[config.mk]
export PLATFORM = sky130hd
export DESIGN_NAME = compare_waveform_channels
export DESIGN_NICKNAME = d
export VERILOG_FILES = /design/src/rtl/compare_waveform_pkg.sv /design/src/rtl/wave_channel.sv /design/src/rtl/compare_waveform_channels.sv
export VERILOG_INCLUDE_DIRS = /design/src /design/src/rtl
export SDC_FILE = /design/constraint.sdc
export NUM_CORES = 1
export LEC_CHECK = 0
export BUFFER_PORTS_ARGS = -buffer_cell sky130_fd_sc_hd__buf_2
export CAP_MARGIN = 15
export CORE_UTILIZATION = 58
export CTS_BUF_LIST = sky130_fd_sc_hd__clkbuf_4 sky130_fd_sc_hd__clkbuf_8
export CTS_CLUSTER_DIAMETER = 100
export DETAILED_ROUTE_END_ITERATION = 16
export GPL_TIMING_DRIVEN = 0
export PLACE_DENSITY_LB_ADDON = 0.1
export SLEW_MARGIN = 10
export SYNTH_ARGS = -nofsm -noshare
export SYNTH_HDL_FRONTEND = slang
export SYNTH_SLANG_ARGS = --single-unit
[constraint.sdc]
create_clock -name clk -period 2.8 [get_ports clk]
set_input_delay 0.14 -clock clk [delete_from_list [all_inputs] [get_ports clk]]
set_output_delay 0.14 -clock clk [all_outputs]
set_load 0.03 [all_outputs]
[src/rtl/compare_waveform_regs.svh]
// register offsets, field positions and reset values of the waveform channels
`ifndef COMPARE_WAVEFORM_REGS_SVH
`define COMPARE_WAVEFORM_REGS_SVH

// ==========================================================
// offsets (byte addresses)
`define OFF_TIMER_CTRL     12'h000
`define OFF_CHAN_ENABLE    12'h004
`define OFF_FUNC_SELECT    12'h008
`define OFF_MATCH_FLAGS    12'h00c
`define OFF_TIMER_COUNT    12'h010
`define OFF_WAVE_CTRL_BASE 12'h020
`define OFF_COMPARE_BASE   12'h040
`define OFF_BANK_MASK      12'hfe0

// ==========================================================
// field positions
`define RST_SEL_LSB        0
`define RST_SEL_MSB        1
`define TIMER_RUN_BIT      4
`define WAVE_CTRL_MSB      5

// ==========================================================
// reset values and constants
`define RESET_TIMER_CTRL   5'h00
`define RESET_CHAN_BITS    8'h00
`define RESET_WAVE_CTRL    6'h00
`define RESET_COMPARE      16'h0000
`define TIMER_TOP          16'hffff
`define TIMER_ZERO         16'h0000
`define RESET_EXTRA_TICKS  16'h0001
`define RESP_OKAY          2'h0
`define RESP_SLVERR        2'h2

`endif

[src/rtl/compare_waveform_pkg.sv]
// types shared by the waveform channel block
package compare_waveform_pkg;

   // ==========================================================
   // modes and selections
   typedef enum logic [2:0] {
      MODE_SINGLE   = 3'h0,
      MODE_INVERTED = 3'h1
   } wave_mode_e;

   typedef enum logic [1:0] {
      RESET_FREE   = 2'h0,
      RESET_ON_CH0 = 2'h1
   } timer_reset_e;

   // ==========================================================
   // carriers
   typedef struct packed {
      logic       invertOut;
      logic       reloadTiming;
      logic       defaultLevel;
      logic [2:0] waveModeSel;
   } chan_ctrl_s;

   typedef struct packed {
      logic [15:0] count;
      logic        tick;
      logic        wrap;
   } timer_info_s;

endpackage

[src/rtl/wave_channel.sv]
// one compare channel: compare buffering, waveform level and pin register
`timescale 1ns/1ps
module wave_channel (
   input  wire logic                        clk,
   input  wire logic                        rst_n,
   input  compare_waveform_pkg::timer_info_s timer,
   input  compare_waveform_pkg::chan_ctrl_s  ctrl,
   input  wire logic                        chanEnable,
   input  wire logic                        funcSelect,
   input  wire logic                        cmpWrite,
   input  wire logic [15:0]                 cmpData,
   output logic [15:0]                      activeCmp,
   output logic                             matchEvent,
   output logic                             pinLevel
);
   import compare_waveform_pkg::*;
   `include "compare_waveform_regs.svh"

   logic [15:0] bufCmp_q;
   logic [15:0] activeCmp_q;
   logic        genLevel_q;
   logic        genLevel_d;
   logic        pinLevel_q;

   // ==========================================================
   // decode
   wire waveActive = chanEnable && !funcSelect;
   wire countMatch = timer.tick && (timer.count == activeCmp_q);
   wire atZero     = timer.tick && (timer.count == `TIMER_ZERO);
   wire isSingle   = ctrl.waveModeSel == MODE_SINGLE;
   wire isInverted = ctrl.waveModeSel == MODE_INVERTED;
   // deferred reload waits for the timer wrap, so a period never mixes values
   wire loadNow    = cmpWrite && !ctrl.reloadTiming;
   wire loadWrap   = ctrl.reloadTiming && timer.wrap;

   assign activeCmp  = activeCmp_q;
   assign matchEvent = countMatch && waveActive;
   assign pinLevel   = pinLevel_q;

   // ==========================================================
   // waveform level
   always_comb begin
      genLevel_d = genLevel_q;
      if (!waveActive) begin
         genLevel_d = ctrl.defaultLevel;
      end else if (countMatch && isSingle) begin
         genLevel_d = 1'b1;
      end else if (atZero && isSingle) begin
         genLevel_d = 1'b0;
      end else if (countMatch && isInverted) begin
         genLevel_d = !genLevel_q;
      end
   end

   always_ff @(posedge clk) begin
      if (!rst_n) begin
         bufCmp_q    <= `RESET_COMPARE;
         activeCmp_q <= `RESET_COMPARE;
         genLevel_q  <= 1'b0;
         pinLevel_q  <= 1'b0;
      end else begin
         if (cmpWrite) begin
            bufCmp_q <= cmpData;
         end
         if (loadNow) begin
            activeCmp_q <= cmpData;
         end else if (loadWrap) begin
            activeCmp_q <= cmpWrite ? cmpData : bufCmp_q;
         end
         genLevel_q <= genLevel_d;
         pinLevel_q <= genLevel_d ^ ctrl.invertOut;
      end
   end

   // ==========================================================
   // checks
   chk_single_high: assert property (@(posedge clk) disable iff (!rst_n)
      waveActive && isSingle && countMatch |=> genLevel_q)
      else $error("single mode level not high after match");

   chk_single_low: assert property (@(posedge clk) disable iff (!rst_n)
      waveActive && isSingle && atZero && !countMatch |=> !genLevel_q)
      else $error("single mode level not low after zero");

   chk_inv_toggle: assert property (@(posedge clk) disable iff (!rst_n)
      waveActive && isInverted && countMatch
      |=> genLevel_q != $past(genLevel_q))
      else $error("inverted mode did not toggle on match");

   chk_disabled_hold: assert property (@(posedge clk) disable iff (!rst_n)
      !waveActive |=> genLevel_q == $past(ctrl.defaultLevel))
      else $error("disabled channel not at default level");

   chk_pin_invert: assert property (@(posedge clk) disable iff (!rst_n)
      pinLevel_q == (genLevel_q ^ $past(ctrl.invertOut)))
      else $error("pin level does not follow inversion");

endmodule

[src/rtl/compare_waveform_channels.sv]
`timescale 1ns/1ps
module compare_waveform_channels (
   input  wire logic        clk,
   input  wire logic        rst_n,
   input  wire logic        tickA,
   input  wire logic [11:0] awaddr,
   input  wire logic        awvalid,
   output logic             awready,
   input  wire logic [31:0] wdata,
   input  wire logic [3:0]  wstrb,
   input  wire logic        wvalid,
   output logic             wready,
   output logic [1:0]       bresp,
   output logic             bvalid,
   input  wire logic        bready,
   input  wire logic [11:0] araddr,
   input  wire logic        arvalid,
   output logic             arready,
   output logic [31:0]      rdata,
   output logic [1:0]       rresp,
   output logic             rvalid,
   input  wire logic        rready,
   output logic [7:0]       waveOutPin,
   output logic [7:0]       matchIrqFlag
);
   import compare_waveform_pkg::*;
   `include "compare_waveform_regs.svh"

   localparam int CHANNELS = 8;

   // ==========================================================
   // state
   logic [4:0]   timerCtrl_q;
   logic [7:0]   chanEnable_q;
   logic [7:0]   funcSelect_q;
   logic [7:0]   flags_q;
   logic [7:0]   flags_d;
   logic [15:0]  count_q;
   logic [15:0]  count_d;
   chan_ctrl_s   waveCtrl_q [CHANNELS];
   logic [15:0]  activeCmp [CHANNELS];
   logic [7:0]   matchVec;
   logic [7:0]   pinVec;
   logic [11:0]  awAddr_q;
   logic [31:0]  wData_q;
   logic [3:0]   wStrb_q;
   logic         awHeld_q;
   logic         wHeld_q;
   logic         bvalid_q;
   logic [1:0]   bresp_q;
   logic         rvalid_q;
   logic [31:0]  rdata_q;
   logic [1:0]   rresp_q;
   logic [31:0]  readMux;
   logic         readHit;
   timer_info_s  timerInfo;

   function automatic logic [31:0] mergeStrb(input logic [31:0] oldVal,
                                             input logic [31:0] newVal,
                                             input logic [3:0]  strb);
      logic [31:0] res;
      res = oldVal;
      for (int i = 0; i < 4; i++) begin
         if (strb[i]) begin
            res[8*i +: 8] = newVal[8*i +: 8];
         end
      end
      return res;
   endfunction

   // ==========================================================
   // write decode
   wire doWrite     = awHeld_q && wHeld_q && !bvalid_q;
   wire wrCtrl      = awAddr_q == `OFF_TIMER_CTRL;
   wire wrEnable    = awAddr_q == `OFF_CHAN_ENABLE;
   wire wrFunc      = awAddr_q == `OFF_FUNC_SELECT;
   wire wrFlags     = awAddr_q == `OFF_MATCH_FLAGS;
   wire wrCount     = awAddr_q == `OFF_TIMER_COUNT;
   wire wrWaveBank  = (awAddr_q & `OFF_BANK_MASK) == `OFF_WAVE_CTRL_BASE;
   wire wrCmpBank   = (awAddr_q & `OFF_BANK_MASK) == `OFF_COMPARE_BASE;
   wire wrAligned   = awAddr_q[1:0] == 2'h0;
   wire wrChanOk    = wrAligned;
   wire wrMapped    = wrAligned && (wrCtrl || wrEnable || wrFunc || wrFlags
                      || wrCount || wrWaveBank || wrCmpBank);
   wire [2:0] wrIdx = awAddr_q[4:2];
   wire [31:0] ctrlMerged = mergeStrb({27'h0, timerCtrl_q}, wData_q, wStrb_q);
   wire [31:0] enMerged   = mergeStrb({24'h0, chanEnable_q}, wData_q, wStrb_q);
   wire [31:0] fsMerged   = mergeStrb({24'h0, funcSelect_q}, wData_q, wStrb_q);
   wire [7:0]  flagClear  = (doWrite && wrFlags && wStrb_q[0])
                            ? wData_q[7:0] : 8'h00;
   wire [31:0] countMerged = mergeStrb({16'h0, count_q}, wData_q, wStrb_q);

   // ==========================================================
   // base timer
   wire timerRun   = timerCtrl_q[`TIMER_RUN_BIT];
   wire [1:0] rstSel = timerCtrl_q[`RST_SEL_MSB:`RST_SEL_LSB];
   wire tickRun    = tickA && timerRun;
   wire resetOn0   = rstSel == RESET_ON_CH0;
   // the timer resets one count after the ch0 match, so the period is n+2
   wire [15:0] ch0Last = activeCmp[0] + `RESET_EXTRA_TICKS;
   wire ch0Hit     = resetOn0 && count_q == ch0Last;
   wire timerWrap  = tickRun && (ch0Hit || count_q == `TIMER_TOP);

   always_comb begin
      count_d = count_q;
      if (!timerRun) begin
         count_d = `TIMER_ZERO;
      end else if (timerWrap) begin
         count_d = `TIMER_ZERO;
      end else if (tickRun) begin
         count_d = count_q + 16'h0001;
      end
   end

   assign timerInfo = '{count: count_q, tick: tickRun, wrap: timerWrap};

   // ==========================================================
   // channels
   genvar j;
   generate
      for (j = 0; j < CHANNELS; j++) begin : g_chan
         wire chanSel   = doWrite && wrChanOk && wrIdx == j;
         wire ctrlWrite = chanSel && wrWaveBank;
         wire cmpWrite  = chanSel && wrCmpBank;
         wire [31:0] ctrlNew = mergeStrb({26'h0, waveCtrl_q[j]},
                                         wData_q, wStrb_q);
         wire [31:0] cmpNew  = mergeStrb({16'h0, activeCmp[j]},
                                         wData_q, wStrb_q);

         always_ff @(posedge clk) begin
            if (!rst_n) begin
               waveCtrl_q[j] <= chan_ctrl_s'(`RESET_WAVE_CTRL);
            end else if (ctrlWrite) begin
               waveCtrl_q[j] <= chan_ctrl_s'(ctrlNew[`WAVE_CTRL_MSB:0]);
            end
         end

         wave_channel u_chan (
            .clk        (clk),
            .rst_n      (rst_n),
            .timer      (timerInfo),
            .ctrl       (waveCtrl_q[j]),
            .chanEnable (chanEnable_q[j]),
            .funcSelect (funcSelect_q[j]),
            .cmpWrite   (cmpWrite),
            .cmpData    (cmpNew[15:0]),
            .activeCmp  (activeCmp[j]),
            .matchEvent (matchVec[j]),
            .pinLevel   (pinVec[j])
         );

         chk_flag_set: assert property (@(posedge clk) disable iff (!rst_n)
            matchVec[j] |=> flags_q[j])
            else $error("match did not set the channel flag");

         chk_flag_sticky: assert property (@(posedge clk) disable iff (!rst_n)
            flags_q[j] && !flagClear[j] |=> flags_q[j])
            else $error("channel flag dropped without a clear");

         chk_fixed_low: assert property (@(posedge clk) disable iff (!rst_n)
            resetOn0 && timerRun && count_q <= ch0Last && j != 0
            && {1'b0, activeCmp[j]} > {1'b0, ch0Last}
            |-> !matchVec[j])
            else $error("channel beyond ch0 period still matched");
      end
   endgenerate

   assign waveOutPin   = pinVec;
   assign matchIrqFlag = flags_q;

   // ==========================================================
   // registers
   // a match landing in the clear cycle survives: set wins over clear
   assign flags_d = (flags_q & ~flagClear) | matchVec;

   always_ff @(posedge clk) begin
      if (!rst_n) begin
         timerCtrl_q  <= `RESET_TIMER_CTRL;
         chanEnable_q <= `RESET_CHAN_BITS;
         funcSelect_q <= `RESET_CHAN_BITS;
         flags_q      <= `RESET_CHAN_BITS;
         count_q      <= `TIMER_ZERO;
      end else begin
         flags_q <= flags_d;
         count_q <= (doWrite && wrCount && timerRun)
                    ? countMerged[15:0] : count_d;
         if (doWrite && wrCtrl) begin
            timerCtrl_q <= ctrlMerged[4:0];
         end
         if (doWrite && wrEnable) begin
            chanEnable_q <= enMerged[7:0];
         end
         if (doWrite && wrFunc) begin
            funcSelect_q <= fsMerged[7:0];
         end
      end
   end

   // ==========================================================
   // write channel
   assign awready = !awHeld_q;
   assign wready  = !wHeld_q;
   assign bvalid  = bvalid_q;
   assign bresp   = bresp_q;

   always_ff @(posedge clk) begin
      if (!rst_n) begin
         awHeld_q <= 1'b0;
         wHeld_q  <= 1'b0;
         awAddr_q <= 12'h000;
         wData_q  <= 32'h0000_0000;
         wStrb_q  <= 4'h0;
         bvalid_q <= 1'b0;
         bresp_q  <= `RESP_OKAY;
      end else begin
         if (awvalid && !awHeld_q) begin
            awHeld_q <= 1'b1;
            awAddr_q <= awaddr;
         end
         if (wvalid && !wHeld_q) begin
            wHeld_q <= 1'b1;
            wData_q <= wdata;
            wStrb_q <= wstrb;
         end
         if (doWrite) begin
            awHeld_q <= 1'b0;
            wHeld_q  <= 1'b0;
            bvalid_q <= 1'b1;
            bresp_q  <= wrMapped ? `RESP_OKAY : `RESP_SLVERR;
         end else if (bvalid_q && bready) begin
            bvalid_q <= 1'b0;
         end
      end
   end

   // ==========================================================
   // read channel
   wire rdWaveBank = (araddr & `OFF_BANK_MASK) == `OFF_WAVE_CTRL_BASE;
   wire rdCmpBank  = (araddr & `OFF_BANK_MASK) == `OFF_COMPARE_BASE;
   wire [2:0] rdIdx = araddr[4:2];
   wire rdAligned  = araddr[1:0] == 2'h0;

   always_comb begin
      readMux = 32'h0000_0000;
      readHit = rdAligned;
      if (araddr == `OFF_TIMER_CTRL) begin
         readMux = {27'h0, timerCtrl_q};
      end else if (araddr == `OFF_CHAN_ENABLE) begin
         readMux = {24'h0, chanEnable_q};
      end else if (araddr == `OFF_FUNC_SELECT) begin
         readMux = {24'h0, funcSelect_q};
      end else if (araddr == `OFF_MATCH_FLAGS) begin
         readMux = {24'h0, flags_q};
      end else if (araddr == `OFF_TIMER_COUNT) begin
         readMux = {16'h0, count_q};
      end else if (rdWaveBank && rdAligned) begin
         readMux = {26'h0, waveCtrl_q[rdIdx]};
      end else if (rdCmpBank && rdAligned) begin
         readMux = {16'h0, activeCmp[rdIdx]};
      end else begin
         readHit = 1'b0;
      end
   end

   assign arready = !rvalid_q;
   assign rvalid  = rvalid_q;
   assign rdata   = rdata_q;
   assign rresp   = rresp_q;

   always_ff @(posedge clk) begin
      if (!rst_n) begin
         rvalid_q <= 1'b0;
         rdata_q  <= 32'h0000_0000;
         rresp_q  <= `RESP_OKAY;
      end else if (arvalid && !rvalid_q) begin
         rvalid_q <= 1'b1;
         rdata_q  <= readMux;
         rresp_q  <= readHit ? `RESP_OKAY : `RESP_SLVERR;
      end else if (rvalid_q && rready) begin
         rvalid_q <= 1'b0;
      end
   end

   // ==========================================================
   // checks
   chk_timer_stop: assert property (@(posedge clk) disable iff (!rst_n)
      !timerRun && !(doWrite && wrCtrl) |=> count_q == `TIMER_ZERO)
      else $error("stopped timer not held at zero");

   chk_timer_free: assert property (@(posedge clk) disable iff (!rst_n)
      tickRun && rstSel == RESET_FREE && count_q == `TIMER_TOP
      && !(doWrite && (wrCount || wrCtrl)) |=> count_q == `TIMER_ZERO)
      else $error("free timer did not wrap");

   chk_timer_ch0: assert property (@(posedge clk) disable iff (!rst_n)
      tickRun && ch0Hit && !(doWrite && (wrCount || wrCtrl))
      |=> count_q == `TIMER_ZERO)
      else $error("timer not reset after ch0 match");

   chk_write_resp: assert property (@(posedge clk) disable iff (!rst_n)
      doWrite |=> bvalid_q && !awHeld_q && !wHeld_q)
      else $error("write response missing");

   chk_read_resp: assert property (@(posedge clk) disable iff (!rst_n)
      arvalid && arready |=> rvalid_q ##0 rdata_q == $past(readMux))
      else $error("read data not returned");

   cov_ch0_reset: cover property (@(posedge clk) disable iff (!rst_n)
      tickRun && ch0Hit);
   cov_single_rise: cover property (@(posedge clk) disable iff (!rst_n)
      $rose(pinVec[1]));
   cov_flag_race: cover property (@(posedge clk) disable iff (!rst_n)
      |(matchVec & flagClear));
   cov_free_wrap: cover property (@(posedge clk) disable iff (!rst_n)
      tickRun && count_q == `TIMER_TOP);

endmodule

Word-level counts from Yosys, hierarchy flattened:

Memory sizes are Yosys's and may differ from the RTL's.
Cells that the tools add are included.

* magnitude comparators: 1
* reductions and logical operators: 175
* $add $sub $neg: 2
* eq/ne operators: 41
* multiplexer cells: 143
* bitwise gates (word level): 21

Operators with widths (number)
* 16-bit 2-to-1 mux: 37
* 8-bit 2-to-1 mux: 19
* 16-bit equality test: 9
* 1-bit logical AND: 110
* 6-bit 2-to-1 mux: 16
* 1-bit 2-to-1 mux: 68
* 16-bit binary-select mux with 3-bit select: 1
* 12-bit by 4-bit equality test with 1-bit output, second input constant: 4
* 16-bit by 1-bit adder with 16-bit output, second input constant: 2
* 1-bit logical NOT: 28
* 3-bit by 1-bit equality test with 1-bit output, second input constant: 9
* 3-bit logical NOT: 9
* 12-bit by 3-bit equality test with 1-bit output, second input constant: 2
* 12-bit by 5-bit equality test with 1-bit output, second input constant: 2
* 12-bit logical NOT: 2
* 2-bit nonzero test: 10
* 16-bit equality test, second input constant: 1
* 16-bit logical NOT: 1
* 7-bit by 1-bit equality test with 1-bit output, second input constant: 2
* 7-bit by 2-bit equality test with 1-bit output, second input constant: 2
* 3-bit equality test, second input constant: 4
* 2-bit AND reduction: 5
* 8-bit bitwise AND: 1
* 8-bit NOT: 1
* 14 further kinds: 38

* logic and storage cells: 432
* bits of input ports: 68
* memory bits (writable): 48
* memories kept: 1
* bits in registers: 387

Memories
* waveCtrl_q: words 8, bits a word 6, rd ports 9, clocked after memory_dff 0, wr ports 8, line compare_waveform_channels.sv:40 `chan_ctrl_s waveCtrl_q [CHANNELS];`

Longest topological paths before layout:

Gate-level depths: netlist of run 1.

* word-level depth: 11
* gate-level depth with buffers: 13
* mapped depth without buffers: 9

Modules after synthesis:

Synthesis of run 1 repeated with hierarchy kept, for this count alone.

* cells, all modules: 2525
* area, all modules: 22874.4 um2

By module, submodules not included
* wave_channel: cells an instance 161, area each 1617.8 um2, instances 8
* compare_waveform_channels: cells an instance 1237, area each 9932.0 um2, instances 1

Worst setup path before layout of run 1:

OpenSTA, ideal clock, no wires.

* kind: reg2reg
* start point: reg g_chan[0].u_chan.activeCmp_q[0]
* end point: reg g_chan[1].u_chan.activeCmp_q[10]
* setup time: 0.121 ns
* data arrival time: 2.823 ns
* data required time: 2.679 ns
* cell stages (with the launch flop): 13
* period minus slack after synthesis: 2.944 ns
* slack: -0.144 ns
* path through: dfxtp_1 -> ha_1 -> nand3_1 -> or4_4 -> and4_4 -> a311o_1 -> and4_1 -> buf_6 -> nor2_2 -> o32a_1 -> buf_4 -> buf_6 -> mux2_2

* word-level cells in the longest chain between the ends: 7

Ends and longest elaborated chain
* from (decl): line wave_channel.sv:20 `logic [15:0] activeCmp_q;`
* from (signal assigned): line wave_channel.sv:58 `` activeCmp_q <= `RESET_COMPARE; ``
* from (signal assigned): line wave_channel.sv:66 `activeCmp_q <= cmpData;`
* from (signal assigned): line wave_channel.sv:68 `activeCmp_q <= cmpWrite ? cmpData : bufCmp_q;`
* 16-bit by 1-bit adder with 16-bit output (no line)
* 16-bit equality test: line compare_waveform_channels.sv:101 `wire ch0Hit = resetOn0 && count_q == ch0Last;`
* 1-bit logical AND: line compare_waveform_channels.sv:101
* 1-bit logical OR (no line)
* 1-bit logical AND: line compare_waveform_channels.sv:102 `` wire timerWrap = tickRun && (ch0Hit || count_q == `TIMER_TOP); ``
* 1-bit logical AND: line wave_channel.sv:34 `wire loadWrap = ctrl.reloadTiming && timer.wrap;`
* 2-bit nonzero test (no line)
* to (signal assigned): line wave_channel.sv:58
* to (signal assigned): line wave_channel.sv:66
* to (signal assigned): line wave_channel.sv:68
* to (decl): line wave_channel.sv:20

No other way between the ends.
A chain may end at the register's enable or synchronous reset.

Final worst setup path of run 1:

* start point: reg g_chan[0].u_chan.activeCmp_q[0]
* end point: reg g_chan[5].u_chan.activeCmp_q[15]

* word-level cells in the longest chain between the ends: 7

Ends and longest elaborated chain (line)
* 16-bit by 1-bit adder with 16-bit output (no line)
* 16-bit equality test: compare_waveform_channels.sv:101
* 1-bit logical AND: compare_waveform_channels.sv:101
* 1-bit logical OR (no line)
* 1-bit logical AND: compare_waveform_channels.sv:102
* 1-bit logical AND: wave_channel.sv:34
* 2-bit nonzero test (no line)
* to (signal assigned): wave_channel.sv:58
* to (signal assigned): wave_channel.sv:66
* to (signal assigned): wave_channel.sv:68
* to (decl): wave_channel.sv:20

No other way between the ends.

==> results of run 1 <==
-- kinds of logic (layout without fill, tap and decap cells) --
logic type | count (synthesis) | in the layout
simple gates | 952 | 952
mux | 175 | 176
compound gates | 467 | 467
flops | 417 | 417
xor+xnor | 141 | 141
other cells | 1 | 18
buf+inv | 267 | 591
fa+ha+maj | 3 | 3
-- path summary, 6_finish.rpt --
path	from	to	slack [ps]	cells after the start
setup / recovery	g_chan[0].u_chan.activeCmp[0]$_SDFFE_PN0P_	g_chan[5].u_chan.activeCmp[15]$_SDFFE_PN0P_	-330	13
hold / removal	wstrb[1]	wStrb_q[1]$_SDFFE_PN0P_	270	4
setup reg to reg	g_chan[0].u_chan.activeCmp[0]$_SDFFE_PN0P_	g_chan[5].u_chan.activeCmp[15]$_SDFFE_PN0P_	-330	13
hold reg to reg	rdata[3]$_SDFFE_PN0P_	rdata[3]$_SDFFE_PN0P_	460	2
-- sequential cells by signal (all words and copies together) (netlist names), 5 cells and up --
name,flops
g_chan.u_chan.activeCmp,128
g_chan.u_chan.bufCmp_q,128
waveCtrl_q,48
count_q,16
rdata,16
wData_q,16
awAddr_q,12
chanEnable_q,8
funcSelect_q,8
g_chan.u_chan.genLevel_q,8
g_chan.u_chan.pinLevel,8
matchIrqFlag,8
timerCtrl_q,5
-- placed cells by master, fill, tap and decap left out, types with 31 or more instances in the layout --
master / synthesis / routed
a21oi_1: 113 / 98
and2_1: 142 / 142
clkbuf_1: 121 / 89
nand4_1: 34 / 34
dlygate4sd3_1: 0 / 41
edfxtp_1: 48 / 48
inv_1: 42 / 42
buf_6: 4 / 46
nor3_1: 43 / 31
buf_2: 35 / 99
mux4_2: 44 / 44
mux2i_1: 35 / 34
nand3_1: 35 / 31
a311oi_1: 119 / 106
nand2b_1: 92 / 89
mux2_4: 1 / 73
clkbuf_8: 0 / 90
buf_4: 29 / 76
nand2_1: 225 / 214
nor2_1: 271 / 261
xnor2_1: 112 / 111
dfxtp_1: 369 / 352
-- synthesized netlist by cell type (42+ instances only) --
master and n:
nand2_1 225, nor3_1 43, nand2b_1 92, edfxtp_1 48, a311oi_1 119, xnor2_1 112, a21oi_1 113, and2_1 142
nor2_1 271, clkbuf_1 121, mux2_2 92, inv_1 42, mux4_2 44, dfxtp_1 369
-- area by class of cell --
class                           count  area share, %
Clock buffer                      109           5.01
Inverter                           44          0.602
Multi-Input combinational cell   1757           48.0
Sequential cell                   417           32.2
Clock inverter                     18          0.556
Buffer                            207           4.60
Tap cell                          504           2.30
Timing Repair Buffer              213           6.68
-- report_power, final --
| group | internal [mW] | switching (mW) | leakage [nW] |
|---|---|---|---|
| combinational | 0.431 | 0.849 | 5.98 |
| clock | 3.33 | 2.76 | 0.808 |
| sequential | 6.15 | 0.166 | 3.49 |
| total | 9.90 | 3.78 | 10.3 |
-- worst max-delay path, stage by stage, from the launching register on --
cell and delay, ps:
dfxtp_2 350, ha_4 230, xor2_1 150, nor4b_2 290, o211ai_1 160, nor4b_2 360
and4_1 290, buf_6 170, o21ai_4 70, buf_6 160, buf_8 140, a21oi_4 140
buf_12 170, mux2_4 310
-- per-stage QoR --
step / instance area, µm² / cells / total power, mW
after CTS: 26600 / 3250 / 13.4
after detailed placement: 23200 / 3030 / 7.48
final: 27500 / 3269 / 13.7
after global placement: 23200 / 3029 / 7.46
after floorplan: 22100 / 2440 / 7.01
after global routing: 27500 / 3269 / 13.9
-- what timing repair did --
action,4_1_cts,5_1_grt
hold buffers,41,0
cloned,9,3
endpoints found under the hold margin,37,0
setup buffers,55,24
pin swaps,49,45
resized for setup,247,197
endpoints found under the setup margin,321,282
-- per-layer routing --
metal  share of wire, %  GRT usage, %  routed length (µm)  vias to the layer above
met5              0.020             0                  20                        -
met4                9.0          38.7                8930                        2
met3                 16          19.4               15700                      530
met2                 40          70.4               40000                     1914
met1                 35          62.8               34700                    10700
li1                   -             -                   -                     9226
==> results.txt, run 1 <==
The flow ran to the end, but the final reports show violations. The checks that failed: setup timing. After detailed routing, the average wire length per cell comes to a little over 30 µm. The post-synthesis adder-cell area fraction is less than 1%. For this run, the number of Yosys warnings is 0. Of the post-synthesis cell area, the dominant cell type holds around 34%.

The number of global-route vias before repair was around 21k. The area growth from synthesis to layout came out at 25.3%. The number of clock sinks is between 400 and 500. The worst setup path is launched from a register. The TritonCTS buffer count came out at 72.

The post-layout worst setup margin is -328 ps. Summing all multi-input logic gate instances after layout gives between 10000 and 15000 µm². The antenna diode instance count is 0. The max-slew violation count came out at 0. TritonCTS built the clock tree. In this run the number of H-tree levels came out at 3. Cells with a size suffix above 1 make up between 20% and 30% of the layout.

The power density of the placed cells is 498 nW/µm². The estimated wirelength of the detail-placed design came out at between 60000 and 70000 µm. The worst pin sits at a relative slew slack of between 20% and 30%. The clock insertion delay at the later pin of the skew report is between 600 and 700 ps.

STA classifies the critical path endpoint as a register. The clock skew after layout is 21.8 ps. Routability-driven placement finished with a final weighted congestion of about 1.1. The biggest area contributor in the post-synthesis netlist is dfxtp_1. The core area is around 37000 µm². The die width came out at about 200 µm. The worst ir drop on vdd came out at approximately 0.54 mV. The number of storage elements in the synthesis netlist is approximately 420. The initial utilization of the core area, before any placement, comes to approximately three fifths. Of all nets on the critical path, the largest fanout is 8.

After synthesis, the cell types taking the most area are dfxtp_1, edfxtp_1, a311oi_1, mux2_2, nor2_1. In the routed layout, each cell is associated on average with a via count of around 7. Global routing used 50.5% of the available tracks across all layers. Counting flops with an async set or reset pin after synthesis yields a share of 0%.

Once layout is complete, the utilization of the core stands at 74.4%. The area fraction in and, or, nand and nor cells after synthesis came out at 21.5%. The root buffer cell chosen for the clock tree is clkbuf_8. STA puts the critical path data required time at roughly 3300 ps. In this run, the number of DRC markers left after iteration 0 of detailed routing was around 3.5k.

Entering global routing, the biggest net connects 18 pins. The combined area of all synthesized cells is 21900 µm². The number of detailed-route iterations in the first pass came out at 6. The number of synthesized flops with an enable pin came out at 48. The total grt overflow is 0. The reported max-cap violation count is 0.

The die covers between 30000 and 40000 µm². Setup repair after global routing could not meet its margin everywhere. At the worst endpoint, the arrival time is 3660 ps. The most used flip-flop cell after synthesis is dfxtp_1. Setup violations remaining at the end of the flow were counted as 187. A synthesized cell averages around 9 µm². The fill cell instance count of the final layout came out at about 2.6k. The class of the tightest hold or removal check is in -> reg.

The number of library cell types mapped by synthesis is 88. The maximum clock frequency came out at 0.320 GHz. The critical path in this run is classified as reg -> reg.

The largest family of logic cells by synthesized area is simple AND/OR/NAND/NOR gates. Dividing the final minimum period by the clock period gives 112%. The total number of nets in the final design came out at between 2k and 3k. For this block, the via count after detailed routing is 22.4k. The area fraction in compound gates after synthesis is 15.7%. In this run the count of I/O pins placed on the die edge is approximately 130. The post-detailed-route DRC marker count is 0. The final setup TNS came out at -36920 ps. For the pin with the worst max-slew slack, the measured transition is between 1000 and 1500 ps. Final hold analysis gives a worst-case slack of 272 ps. Input and output buffers added on the ports amount to 85. The number of antenna violations at the first check in global routing was 3. The routed wire length came out at between 90000 and 100000 µm.

For this run, the register share of the synthesized area comes to about two fifths. The number of rows in the core area is 70. Of the total synthesized cell area, the portion taken by XOR and XNOR cells is 5.64%. The pre-CTS setup slack is -1130 ps. The remaining number of nets flagged by the antenna check after routing came out at 0. The clock edge transition at the registers on the reported setup and hold paths is 70 ps.

The number of endpoints with negative hold slack in the final report came out at 0. The analysis attributes to cell leakage a power of 10.3 nW. The first global-routing pass estimated roughly 140000 µm of wire.

The vertical extent of the die came out at ~200 µm. Counting every instance in the synthesized netlist gives between 2k and 2.5k. The multiplexer fraction of the synthesized cell area came out at approximately 11%. The buffer depth of the longest clock path is 3. The shortest period the worst path allows is 3130 ps. The sequential cell area in the final layout came out at about 9000 µm².
(Power assumes the default switching activity.)
==> run 2: changes to the inputs <==
CORE_UTILIZATION = 40   (was 58)
CTS_BUF_LIST = sky130_fd_sc_hd__clkbuf_16   (was sky130_fd_sc_hd__clkbuf_4 sky130_fd_sc_hd__clkbuf_8)
==> results.txt, run 2 (same netlist as run 1, synthesis figures left out) <==
The class of the tightest hold or removal check was in -> reg (unchanged). The clock edge transition at the registers on the reported setup and hold paths was 60 ps (was 70 ps). The share of cells above drive strength 1 was 24.1% (was 26.1%). Outcome: finished, violations left (unchanged). The fill cell instance count of the final layout was 5056 (was 2623). The remaining number of nets flagged by the antenna check after routing is 0 (unchanged).

The number of global-route vias before repair is 20.3k (was 21.0k). The total number of nets in the final design is 2743 (was 2783). The static leakage power came out at 10.2 nW (was 10.3 nW).

The number of instances on the worst hold path is 4 (unchanged). The type of the worst setup path was reg -> reg (unchanged). The area taken by multi-input logic gates came out at 13100 µm² (was 13200 µm²). The final period utilization is 107% (was 112%). The TritonCTS clock tree is done (unchanged). The total I/O pin count is 125 (unchanged).

The arrival time of data at the critical path endpoint came out at 3540 ps (was 3660 ps). The startpoint of the lowest-slack register-to-register path is g_chan[0].u_chan.activeCmp[8]$_SDFFE_PN0P_ (was g_chan[0].u_chan.activeCmp[0]$_SDFFE_PN0P_). The clock insertion delay at the later pin of the skew report came out at 620 ps (was 660 ps). The core area is 53900 µm² (was 36900 µm²). The worst hold margin is 138 ps (was 272 ps).

The power density of the placed cells is 516 nW/µm² (was 498 nW/µm²). The estimated wirelength of the detail-placed design came out at 75600 µm (was 69400 µm). The launch point of the worst hold path is arvalid (was wstrb[1]). The maximum level of the CTS H-tree came out at 2 (was 3). Violated checks: setup timing (unchanged). The shortest period the worst path allows came to 3010 ps (was 3130 ps). The utilization of the core after routing was 51.1% (was 74.4%). The die width was 236 µm (was 196 µm). The worst ir drop on vdd is 0.466 mV (was 0.538 mV). The sequential cell area in the final layout came out at 8860 µm² (was 8850 µm²). Leading cell types in the layout, fill and taps excluded: dfxtp_1, nor2_1, nand2_1 (unchanged). The max-slew violation count is 0 (unchanged). The endpoint of the worst-slack reg-to-reg timing path is count_q[14]$_SDFFE_PN0P_ (was g_chan[5].u_chan.activeCmp[15]$_SDFFE_PN0P_). The first-pass GRT wire length is 146000 µm (was 140000 µm). The TritonCTS buffer count is 49 (was 72). The total global routing track utilization came out at 36.3% (was 50.5%).

The routed wire length came to 103000 µm (was 99400 µm). The pre-CTS setup slack came out at -1390 ps (was -1130 ps). The total grt overflow came out at 0 (unchanged). The effective utilization at floorplan is 40.6% (was 59.4%). The largest net degree at the start of global routing is 13 (was 18).

The DRC marker count from the first detailed-route iteration was 2444 (was 3463). The minimum setup slack among reg-to-reg paths came to -210 ps (was -330 ps). The mean routed wirelength per cell came to 30.3 µm (was 30.4 µm). The post-layout worst setup margin came to -210 ps (was -328 ps). The post-detailed-route DRC marker count is 0 (unchanged). The average vias per placed instance was 6.25 (was 6.84).

The area growth from synthesis to layout is 25.8% (was 25.3%). The worst reg2reg path depth came out at 11 (was 13). The clock skew after layout is 31.5 ps (was 21.8 ps). The maximum clock frequency came to 0.332 GHz (was 0.320 GHz). The count of endpoints failing setup in the final report came out at 123 (was 187). The maximum fanout encountered on the critical timing path is 8 (unchanged). The most common cell after layout, fill and taps aside is dfxtp_1 (unchanged). The number of rows in the core area is 85 (was 70). The vertical extent of the die is 236 µm (was 196 µm). The startpoint type of the worst setup path is a register (unchanged).

The number of endpoints with negative hold slack in the final report is 0 (unchanged). The quantity of I/O buffers inserted on ports came out at 85 (unchanged). The worst min-delay path endpoint is rdata[0]$_SDFFE_PN0P_ (was wStrb_q[1]$_SDFFE_PN0P_). Unrepaired setup endpoints after global routing: yes (unchanged). The number of antenna violations at the first check in global routing is 4 (was 3). The root buffer selected by CTS is clkbuf_16 (was clkbuf_8). The reported max-cap violation count was 0 (unchanged). The data required time at the worst endpoint is 3330 ps (was 3340 ps). The headroom to the max-slew limit is 16.3% (was 22.4%).

The slew at the pin with the worst max-slew slack came out at 1260 ps (was 1160 ps). The total via count after detailed routing came out at 21.3k (was 22.4k). The weighted congestion at the end of routability-driven global placement is 1.05 (was 1.10). The type of destination of the critical path is a register (unchanged). The number of detailed-route iterations in the first pass is 6 (unchanged).

The buffer depth of the longest clock path is 3 (unchanged). The number of clock sinks is 417 (unchanged). The area of the die is 55700 µm² (was 38600 µm²).
-- run 2: through the flow --
stage               total power [mW]  instance area [µm²]  instances  TNS (ps)
floorplan                       7.01                22100       2440      -139
global placement                7.51                23400       3221   -195500
detailed placement              7.52                23400       3222   -196290
CTS                             14.2                27100       3404    -21970
global route                    14.6                27600       3410    -20450
finish                          14.2                27600       3411    -16630
-- run 2: timing repair --
item / CTS / global route
hold endpoints to repair: 35 / 0
hold buffers: 38 / 0
gates cloned: 9 / 1
buffers inserted: 54 / 15
setup endpoints to repair: 358 / 282
pin swaps: 40 / 41
resized for setup: 304 / 140
-- run 2: cell type report --
cell class | count | share of cell area (%)
Inverter | 44 | 0.599
Sequential cell | 417 | 32.1
Tap cell | 696 | 3.16
Timing Repair Buffer | 199 | 5.98
Clock buffer | 52 | 4.72
Antenna cell | 2 | 0.0182
Buffer | 204 | 4.49
Multi-Input combinational cell | 1757 | 47.6
Clock inverter | 40 | 1.25
-- run 2: worst max path at each step --
stage / startpoint / cells past startpoint / end
2_1_floorplan: g_chan[0].u_chan.activeCmp[1]$_SDFFE_PN0P_ / 11 / g_chan[2].u_chan.activeCmp[0]$_SDFFE_PN0P_
5_1_grt: g_chan[0].u_chan.activeCmp[8]$_SDFFE_PN0P_ / 11 / count_q[14]$_SDFFE_PN0P_
6_report: g_chan[0].u_chan.activeCmp[8]$_SDFFE_PN0P_ / 11 / count_q[14]$_SDFFE_PN0P_
3_3_place_gp: araddr[2] / 10 / rdata[9]$_SDFFE_PN0P_
3_5_place_dp: araddr[2] / 10 / rdata[9]$_SDFFE_PN0P_
4_1_cts: g_chan[0].u_chan.activeCmp[3]$_SDFFE_PN0P_ / 14 / g_chan[5].u_chan.activeCmp[12]$_SDFFE_PN0P_
-- run 2: where the power goes --
| part | internal, mW | switching, mW | leakage [nW] |
|---|---|---|---|
| sequential | 6.14 | 0.168 | 3.49 |
| clock | 3.90 | 2.76 | 0.836 |
| combinational | 0.419 | 0.837 | 5.92 |
| total | 10.5 | 3.77 | 10.2 |
-- run 2: per-layer routing --
| layer | track usage, % | part of all wire [%] | up-vias |
|---|---|---|---|
| met5 | 0 | 0.013 | - |
| met4 | 22.9 | 7.2 | 2 |
| met3 | 7.55 | 10 | 371 |
| met2 | 55.2 | 43 | 1335 |
| met1 | 46.9 | 40 | 10500 |
| li1 | - | - | 9146 |
-- run 2: critical path, cell delays in order (launching register included) --
cell and delay (ps):
dfxtp_1 340, buf_6 150, nand4_2 180, or4_4 480, and4_4 160, a311o_1 290, and4_4 230, buf_4 160
bufbuf_16 260, a2111oi_1 390, a21oi_1 70, o22ai_1 200
